--- config.mk ---
export PLATFORM = sky130hd
export DESIGN_NAME = scd_top
export DESIGN_NICKNAME = d
export VERILOG_FILES = /design/src/verilog/scd_pkg.sv /design/src/verilog/scd_stream_if.sv /design/src/verilog/scd_counter.sv /design/src/verilog/scd_fifo.sv /design/src/verilog/scd_top.sv
export VERILOG_INCLUDE_DIRS = /design/src /design/src/verilog
export SDC_FILE = /design/constraint.sdc
export NUM_CORES = 2
export LEC_CHECK = 0
export BUFFER_PORTS_ARGS = -buffer_cell sky130_fd_sc_hd__buf_2
export CAP_MARGIN = 25
export CORE_MARGIN = 2
export CORE_UTILIZATION = 30
export CTS_BUF_LIST = sky130_fd_sc_hd__clkbuf_2
export CTS_CLUSTER_SIZE = 16
export DETAILED_ROUTE_END_ITERATION = 8
export PLACE_DENSITY = 0.56
export SLEW_MARGIN = 20
export SYNTH_ARGS = -nofsm -noshare
export SYNTH_HDL_FRONTEND = slang
export SYNTH_SLANG_ARGS = --single-unit
--- constraint.sdc ---
create_clock -name clock -period 7.8 [get_ports clock]
set_input_delay 1.95 -clock clock [delete_from_list [all_inputs] [get_ports clock]]
set_output_delay 1.95 -clock clock [all_outputs]
set_load 0.02 [all_outputs]
--- src/verilog/scd_params.svh ---
// Offsets, field positions, widths and reset values of the dump engine.
`ifndef SCD_PARAMS_SVH
`define SCD_PARAMS_SVH
`define SCD_ADDR_W 12
`define SCD_DUMP_LO_OFF 12'h010
`define SCD_DUMP_HI_OFF 12'h014
`define SCD_CMD_BIT 3
`define SCD_BASE_LSB 6
`define SCD_BASE_W 58
`define SCD_IDX_W 3
`define SCD_LAST_IDX 3'h7
`define SCD_WORDS 8
`define SCD_BYTE_LSB 3'h0
`define SCD_CNT64_W 64
`define SCD_CNT32_W 32
`define SCD_CNT16_W 16
`define SCD_BASE_RST 58'h0
`define SCD_ZERO32 32'h0
`endif

--- src/verilog/scd_pkg.sv ---
// Types shared by the statistics dump engine.
`default_nettype none
package scd_pkg;
    typedef enum logic [1:0] {
        SCD_IDLE,
        SCD_FILL,
        SCD_DRAIN
    } scd_state_e;
    typedef logic [63:0] scd_word_t;
endpackage : scd_pkg
`default_nettype wire

--- src/verilog/scd_stream_if.sv ---
// Valid/ready stream carrying dump words between the engine's modules.
`timescale 1ns/1ps
`default_nettype none
interface scd_stream_if #(parameter int W = 67);
    logic valid;
    logic ready;
    logic [W-1:0] data;
    modport src (output valid, output data, input ready);
    modport snk (input valid, input data, output ready);
endinterface : scd_stream_if
`default_nettype wire

--- src/verilog/scd_counter.sv ---
// Wrapping event counter of configurable width.
`timescale 1ns/1ps
`default_nettype none
module scd_counter #(
    parameter int W = 64
) (
    input wire logic clock,
    input wire logic resetn,
    input wire logic inc,
    output logic [W-1:0] count
);
    logic [W-1:0] count_reg;

    always_ff @(posedge clock or negedge resetn) begin
        if (!resetn) begin
            count_reg <= '0;
        end else if (inc) begin
            count_reg <= count_reg + 1'b1;
        end
    end

    assign count = count_reg;
endmodule : scd_counter
`default_nettype wire

--- src/verilog/scd_fifo.sv ---
// Flip-flop FIFO between the dump sequencer and the memory write port.
`timescale 1ns/1ps
`default_nettype none
module scd_fifo #(
    parameter int W = 67,
    parameter int DEPTH = 8
) (
    input wire logic clock,
    input wire logic resetn,
    scd_stream_if.snk in_if,
    scd_stream_if.src out_if
);
    localparam int AW = $clog2(DEPTH);
    localparam logic [AW:0] FULL = (AW + 1)'(DEPTH);

    logic [W-1:0] mem_reg [DEPTH];
    logic [AW-1:0] wr_reg;
    logic [AW-1:0] rd_reg;
    logic [AW:0] cnt_reg;
    wire push = in_if.valid && in_if.ready;
    wire pop = out_if.valid && out_if.ready;

    assign in_if.ready = (cnt_reg != FULL);
    assign out_if.valid = (cnt_reg != '0);
    assign out_if.data = mem_reg[rd_reg];

    // Depth must be a power of two so that the pointers wrap by themselves.
    always_ff @(posedge clock or negedge resetn) begin
        if (!resetn) begin
            wr_reg <= '0;
            rd_reg <= '0;
            cnt_reg <= '0;
        end else begin
            if (push) wr_reg <= wr_reg + 1'b1;
            if (pop) rd_reg <= rd_reg + 1'b1;
            if (push && !pop) cnt_reg <= cnt_reg + 1'b1;
            else if (pop && !push) cnt_reg <= cnt_reg - 1'b1;
        end
    end

    always_ff @(posedge clock) begin
        if (push) mem_reg[wr_reg] <= in_if.data;
    end
endmodule : scd_fifo
`default_nettype wire

--- src/verilog/scd_top.sv ---
// Statistics counters and the engine that dumps them into host memory.
//
// Design decision made here: the APB interface to the registers.
`timescale 1ns/1ps
`default_nettype none
`include "scd_params.svh"
module scd_top
    import scd_pkg::*;
#(
    parameter int FIFO_DEPTH = `SCD_WORDS
) (
    input wire logic clock,
    input wire logic resetn,
    input wire logic psel,
    input wire logic penable,
    input wire logic pwrite,
    input wire logic [`SCD_ADDR_W-1:0] paddr,
    input wire logic [31:0] pwdata,
    output logic [31:0] prdata,
    output logic pready,
    output logic pslverr,
    input wire logic ev_tx_ok,
    input wire logic ev_rx_ok,
    input wire logic ev_tx_abort,
    input wire logic ev_carrier_lost,
    input wire logic ev_tx_underrun,
    input wire logic ev_late_collision,
    input wire logic ev_rx_crc_error,
    input wire logic rx_len_over8,
    input wire logic ev_fifo_full_drop,
    input wire logic ev_align_error,
    input wire logic mii_mode,
    input wire logic ev_single_collision,
    input wire logic ev_multi_collision,
    input wire logic ev_rx_unicast_match,
    input wire logic ev_rx_broadcast,
    input wire logic ev_rx_group_addr,
    input wire logic ev_tx_underrun_drop,
    output logic mem_valid,
    input wire logic mem_ready,
    output logic [63:0] mem_addr,
    output logic [63:0] mem_wdata
);
    localparam int FW = `SCD_IDX_W + 64;

    scd_state_e state_reg;
    scd_state_e state_next;
    logic cmd_reg;
    logic [`SCD_BASE_W-1:0] base_reg;
    logic [`SCD_IDX_W-1:0] idx_reg;
    logic [31:0] prdata_reg;

    logic [63:0] tx_good_count;
    logic [63:0] rx_good_count;
    logic [63:0] tx_fail_count;
    logic [31:0] rx_fail_count;
    logic [15:0] fifo_full_drop_count;
    logic [15:0] align_error_count;
    logic [31:0] single_collision_count;
    logic [31:0] multi_collision_count;
    logic [63:0] rx_unicast_match_count;
    logic [63:0] rx_broadcast_count;
    logic [31:0] rx_group_addr_count;
    logic [15:0] tx_abort_count;
    logic [15:0] tx_underrun_drop_count;

    scd_stream_if #(.W(FW)) fill_if ();
    scd_stream_if #(.W(FW)) mem_if ();

    // Event qualification feeding the counters.
    wire tx_fail_inc = ev_tx_abort || ev_carrier_lost || ev_tx_underrun
        || ev_late_collision;
    wire rx_fail_inc = (ev_rx_crc_error && rx_len_over8) || ev_fifo_full_drop;
    wire align_inc = ev_align_error && mii_mode;

    scd_counter #(.W(`SCD_CNT64_W)) u_tx_good (.clock(clock), .resetn(resetn),
        .inc(ev_tx_ok), .count(tx_good_count));
    scd_counter #(.W(`SCD_CNT64_W)) u_rx_good (.clock(clock), .resetn(resetn),
        .inc(ev_rx_ok), .count(rx_good_count));
    scd_counter #(.W(`SCD_CNT64_W)) u_tx_fail (.clock(clock), .resetn(resetn),
        .inc(tx_fail_inc), .count(tx_fail_count));
    scd_counter #(.W(`SCD_CNT32_W)) u_rx_fail (.clock(clock), .resetn(resetn),
        .inc(rx_fail_inc), .count(rx_fail_count));
    scd_counter #(.W(`SCD_CNT16_W)) u_drop (.clock(clock), .resetn(resetn),
        .inc(ev_fifo_full_drop), .count(fifo_full_drop_count));
    scd_counter #(.W(`SCD_CNT16_W)) u_align (.clock(clock), .resetn(resetn),
        .inc(align_inc), .count(align_error_count));
    scd_counter #(.W(`SCD_CNT32_W)) u_col1 (.clock(clock), .resetn(resetn),
        .inc(ev_single_collision), .count(single_collision_count));
    scd_counter #(.W(`SCD_CNT32_W)) u_colm (.clock(clock), .resetn(resetn),
        .inc(ev_multi_collision), .count(multi_collision_count));
    scd_counter #(.W(`SCD_CNT64_W)) u_ucast (.clock(clock), .resetn(resetn),
        .inc(ev_rx_unicast_match), .count(rx_unicast_match_count));
    scd_counter #(.W(`SCD_CNT64_W)) u_bcast (.clock(clock), .resetn(resetn),
        .inc(ev_rx_broadcast), .count(rx_broadcast_count));
    scd_counter #(.W(`SCD_CNT32_W)) u_mcast (.clock(clock), .resetn(resetn),
        .inc(ev_rx_group_addr), .count(rx_group_addr_count));
    scd_counter #(.W(`SCD_CNT16_W)) u_abort (.clock(clock), .resetn(resetn),
        .inc(ev_tx_abort), .count(tx_abort_count));
    scd_counter #(.W(`SCD_CNT16_W)) u_undrn (.clock(clock), .resetn(resetn),
        .inc(ev_tx_underrun_drop), .count(tx_underrun_drop_count));

    // Dump area layout, one 64-bit little-endian word per index.
    wire [63:0] dump_word [`SCD_WORDS];
    assign dump_word[0] = tx_good_count;
    assign dump_word[1] = rx_good_count;
    assign dump_word[2] = tx_fail_count;
    assign dump_word[3] = {align_error_count, fifo_full_drop_count,
        rx_fail_count};
    assign dump_word[4] = {multi_collision_count, single_collision_count};
    assign dump_word[5] = rx_unicast_match_count;
    assign dump_word[6] = rx_broadcast_count;
    assign dump_word[7] = {tx_underrun_drop_count, tx_abort_count,
        rx_group_addr_count};

    wire [63:0] fill_data = dump_word[idx_reg];
    wire fill_push = fill_if.valid && fill_if.ready;
    assign fill_if.valid = (state_reg == SCD_FILL);
    assign fill_if.data = {idx_reg, fill_data};

    scd_fifo #(.W(FW), .DEPTH(FIFO_DEPTH)) u_fifo (
        .clock(clock),
        .resetn(resetn),
        .in_if(fill_if),
        .out_if(mem_if)
    );

    assign mem_valid = mem_if.valid;
    assign mem_if.ready = mem_ready;
    assign mem_addr = {base_reg, mem_if.data[FW-1:64], `SCD_BYTE_LSB};
    assign mem_wdata = mem_if.data[63:0];

    // Register decode; the bus never waits.
    wire sel_lo = (paddr == `SCD_DUMP_LO_OFF);
    wire sel_hi = (paddr == `SCD_DUMP_HI_OFF);
    wire mapped = sel_lo || sel_hi;
    wire wr_access = psel && penable && pwrite && mapped;
    wire wr_lo = wr_access && sel_lo;
    wire wr_hi = wr_access && sel_hi;
    wire setup_rd = psel && !penable && !pwrite;
    wire [`SCD_BASE_LSB-1:0] cmd_field =
        (`SCD_BASE_LSB)'(cmd_reg) << `SCD_CMD_BIT;
    wire [31:0] lo_view = {base_reg[31-`SCD_BASE_LSB:0], cmd_field};
    wire [31:0] hi_view = base_reg[`SCD_BASE_W-1:32-`SCD_BASE_LSB];
    wire [31:0] rd_view = sel_lo ? lo_view : (sel_hi ? hi_view : `SCD_ZERO32);
    assign pready = 1'b1;
    assign pslverr = psel && penable && !mapped;
    assign prdata = prdata_reg;

    wire dump_done = (state_reg == SCD_DRAIN) && !mem_if.valid;
    // start on command bit, set wins over clear
    wire start_dump = wr_lo && pwdata[`SCD_CMD_BIT] && (!cmd_reg || dump_done);
    wire last_push = fill_push && (idx_reg == `SCD_LAST_IDX);

    always_comb begin
        state_next = state_reg;
        unique case (state_reg)
            SCD_IDLE: begin
                if (start_dump) state_next = SCD_FILL;
            end
            SCD_FILL: begin
                if (last_push) state_next = SCD_DRAIN;
            end
            SCD_DRAIN: begin
                if (start_dump) state_next = SCD_FILL;
                else if (dump_done) state_next = SCD_IDLE;
            end
        endcase
    end

    always_ff @(posedge clock or negedge resetn) begin
        if (!resetn) begin
            state_reg <= SCD_IDLE;
            idx_reg <= '0;
        end else begin
            state_reg <= state_next;
            if (start_dump) idx_reg <= '0;
            else if (fill_push) idx_reg <= idx_reg + 1'b1;
        end
    end

    always_ff @(posedge clock or negedge resetn) begin
        if (!resetn) begin
            cmd_reg <= 1'b0;
        end else if (start_dump) begin
            cmd_reg <= 1'b1;
        end else if (dump_done) begin
            cmd_reg <= 1'b0;
        end
    end

    // base held steady while a dump runs
    always_ff @(posedge clock or negedge resetn) begin
        if (!resetn) begin
            base_reg <= `SCD_BASE_RST;
        end else if (wr_lo && (!cmd_reg || dump_done)) begin
            base_reg[31-`SCD_BASE_LSB:0] <= pwdata[31:`SCD_BASE_LSB];
        end else if (wr_hi && (!cmd_reg || dump_done)) begin
            base_reg[`SCD_BASE_W-1:32-`SCD_BASE_LSB] <= pwdata;
        end
    end

    always_ff @(posedge clock or negedge resetn) begin
        if (!resetn) begin
            prdata_reg <= `SCD_ZERO32;
        end else if (setup_rd) begin
            prdata_reg <= rd_view;
        end
    end
endmodule : scd_top
`default_nettype wire
==> impl_metrics.json <==
{
  "cts_setup_buffers": 0,
  "dieArea_sq_mm": 0.173,
  "cts_resized": 0,
  "p_per_area_mw_per_mm2": 211,
  "clkTransAtPathRegs_ns": 0.11,
  "slew_viol_final": 0,
  "numClockSinks": 1154,
  "insertion_delay_ns": 1.67,
  "largest_reg_flops": 536,
  "grt_use_total": 0.150,
  "drv_cap": 0,
  "clockPowerShare": 0.341,
  "p_leak_nw": 22.2,
  "gp_congestion": 0.821,
  "io_pins": 230,
  "die_h_um": 416,
  "rsz0062_at_grt": "no",
  "cts_hold_buf": 0,
  "num_vias": 30900,
  "root_buffer": "clkbuf_2",
  "cp_num_buf_inv": 2,
  "die_x_um": 416,
  "h-tree-depth": 5,
  "hold_violations": 0,
  "grt_max_degree": 157,
  "drc": 0,
  "min_path_type": "input port to asynchronous set/reset pin",
  "cp.required_ns": 5.85,
  "cts_buffer_depth": 4,
  "fin_crit_sh": 0.782,
  "wl_per_cell_um": 20.6,
  "async_flop_share": 0.536,
  "top_layer_used": "met5",
  "critPathKind": "flip-flop to output pin",
  "cp.arrival_ns": 4.15,
  "crit_family": "buffers and inverters",
  "internal_power_mw": 8.84,
  "synth_area_sq_mm": 0.0510,
  "setup_tns_ns": 0,
  "drt-initial-drc-count": 2380,
  "core_area_sq_mm": 0.169,
  "seqPwrFrac": 0.579,
  "cts_buffers": 311,
  "syn_avg_cell_area_sq_um": 15.0,
  "period_needed_ns": 6.10,
  "grt_overflow": 0,
  "wl_met2_mm": 60.6,
  "nFillCells": 16500,
  "layout-drive-gt1-share": 0.312,
  "num_rows": 151,
  "tritoncts": "built",
  "ys_seq_elements": 1154,
  "drt-total-wl_mm": 130,
  "worstPathMaxFanout": 46,
  "finalNonFillerCells": 6293,
  "slowest_delay_ns": 0.79,
  "clock_skew_ns": 0.159,
  "p_comb_frac": 0.080,
  "dr.pass1.iters": 5,
  "antenna_found_initial": 20,
  "nets": 3949,
  "area_growth_pct": 13.0,
  "ir_drop_v": 0.000124,
  "tightest_slew_ns": 1.12,
  "power_switching_mw": 3.34,
  "grt_pass1_wl_mm": 198,
  "ys_warn_count": 0,
  "status": "complete, no violations",
  "setup_viol": 0,
  "wl_met1_mm": 59.0,
  "max_slew_margin": 0.252,
  "wl_met3_mm": 7.37,
  "path_cells": "buf_4, mux4_2, mux2_2, buf_2",
  "ant_nets": 0,
  "power.share.switching": 0.274,
  "port_buffers": 225,
  "start_util": 0.302,
  "placedCellCount": 5765,
  "via_per_inst": 4.90,
  "dp_hpwl_mm": 86.5,
  "start_kind": "flip-flop",
  "grt_pass1_vias": 31700,
  "yosysSeqAreaShare": 0.618,
  "synth-edff-count": 536,
  "synthFlopType": "dfrtp_1",
  "crit_path_top_delay_cell": "buf_4",
  "syn-instance-count": 3393,
  "end_kind": "output pin",
  "ys_types": 51,
  "fmax_mhz": 164
}
## cell type report
type                            count  area, sq um  share of cell area
Antenna cell                        5         12.5            0.000217
Tap cell                         2218         2780              0.0481
Inverter                           49          184             0.00319
Clock inverter                     57          323             0.00560
Multi-Input combinational cell   2067        18900               0.327
Timing Repair Buffer              278         1610              0.0279
Clock buffer                      465         2330              0.0403
Sequential cell                  1154        31600               0.548
## per-layer routing
metal / track usage / vias to the layer above
met4: 0.0510 / 8
met3: 0.0352 / 229
li1: - / 13900
met1: 0.205 / 15900
met5: 0 / -
met2: 0.234 / 837
## cells by family (layout without fill, tap and decap cells)
group / count (synthesis) / in the layout / synth area share
buffers and inverters: 174 / 849 / 0.0134
other: 2 / 9 / 0.000147
AO/OA/AOI/OAI: 46 / 46 / 0.00645
multiplexers: 495 / 495 / 0.166
adder cells (fa/ha/maj): 21 / 21 / 0.00530
flip-flops: 1154 / 1154 / 0.618
AND/OR/NAND/NOR: 993 / 993 / 0.103
XOR/XNOR: 508 / 508 / 0.0872
## cell usage after synthesis, types with 2 or more instances
master	instances	area share
a21o_1	2	0.00029
a21oi_1	8	0.00078
a22o_1	6	0.0010
and2_0	3	0.00037
and2_1	15	0.0018
and3_1	70	0.0086
and4_1	27	0.0046
buf_1	29	0.0021
buf_2	12	0.0012
buf_4	4	0.00059
clkbuf_1	79	0.0058
conb_1	2	0.00015
dfrtp_1	618	0.30
edfxtp_1	536	0.32
ha_1	20	0.0049
inv_1	49	0.0036
mux2_2	204	0.045
mux2i_1	29	0.0057
mux4_2	262	0.12
nand2_1	235	0.017
nand2b_1	6	0.00074
nand3_1	176	0.017
nand4_1	151	0.019
nand4b_1	2	0.00034
nor2_1	122	0.0090
nor2b_1	2	0.00025
nor3_1	98	0.0096
nor3_2	2	0.00039
nor3b_1	3	0.00044
nor4_1	39	0.0048
nor4_2	12	0.0029
nor4_4	3	0.0013
nor4b_1	2	0.00034
o31ai_1	27	0.0040
or2_2	6	0.00074
or3_1	4	0.00049
or4_1	8	0.0012
xnor2_1	331	0.057
xor2_1	177	0.030
## final timing paths
path | from | cells after the start | slack [ns] | to
setup reg to reg | idx_reg[1]$_DFFE_PN0P_ | 3 | 4.75 | u_fifo.mem_reg[4][35]$_DFFE_PP_
max in group asynchronous | resetn | 2 | 5.84 | base_reg[26]$_DFFE_PN0P_
setup / recovery | u_fifo.rd_reg[0]$_DFFE_PN0P_ | 4 | 1.70 | mem_wdata[47]
hold reg to reg | u_ucast.count[63]$_DFFE_PN0P_ | 1 | 0.47 | u_ucast.count[63]$_DFFE_PN0P_
hold / removal | resetn | 1 | 0.34 | u_bcast.count[35]$_DFFE_PN0P_
min in group clock | u_ucast.count[63]$_DFFE_PN0P_ | 1 | 0.47 | u_ucast.count[63]$_DFFE_PN0P_
## stage by stage
stage	cell area (sq um)	hold slack (ns)	worst slack [ns]	total power [mW]	util
floorplan	51000	0.436	1.04	7.70	-
global placement	55000	0.452	2.77	8.14	0.325
detailed placement	55000	0.453	2.82	8.17	0.325
CTS	57700	0.141	1.32	12.4	0.341
global route	57700	0.199	1.28	12.8	0.341
finish	57700	0.340	1.70	12.2	0.341
## power by group through the flow
stage | Combinational (mW) | Clock (mW) | Sequential [mW]
4_1_cts | 1.00 | 4.36 | 7.05
2_1_floorplan | 0.645 | 0 | 7.05
3_5_place_dp | 0.996 | 0 | 7.18
5_1_grt | 1.09 | 4.67 | 7.09
6_report | 0.977 | 4.15 | 7.05
3_3_place_gp | 0.970 | 0 | 7.17
## cell usage in the layout (no fill, tap or decap), types with 14 or more instances in the layout
| cell type | count |
|---|---|
| and2_1 | 15 |
| nor2_1 | 120 |
| nor4_2 | 14 |
| buf_2 | 224 |
| buf_4 | 46 |
| nand2_1 | 234 |
| clkbuf_2 | 465 |
| nand4_1 | 151 |
| clkinv_1 | 42 |
| xor2_1 | 177 |
| mux2i_1 | 29 |
| dfrtp_1 | 612 |
| nand3_1 | 176 |
| mux4_2 | 262 |
| and3_1 | 70 |
| xnor2_1 | 331 |
| nor4_1 | 37 |
| inv_1 | 49 |
| and4_1 | 27 |
| o31ai_1 | 27 |
| mux2_2 | 204 |
| nor3_1 | 95 |
| edfxtp_1 | 536 |
| ha_1 | 20 |
Power figures use the tool's default switching activity.
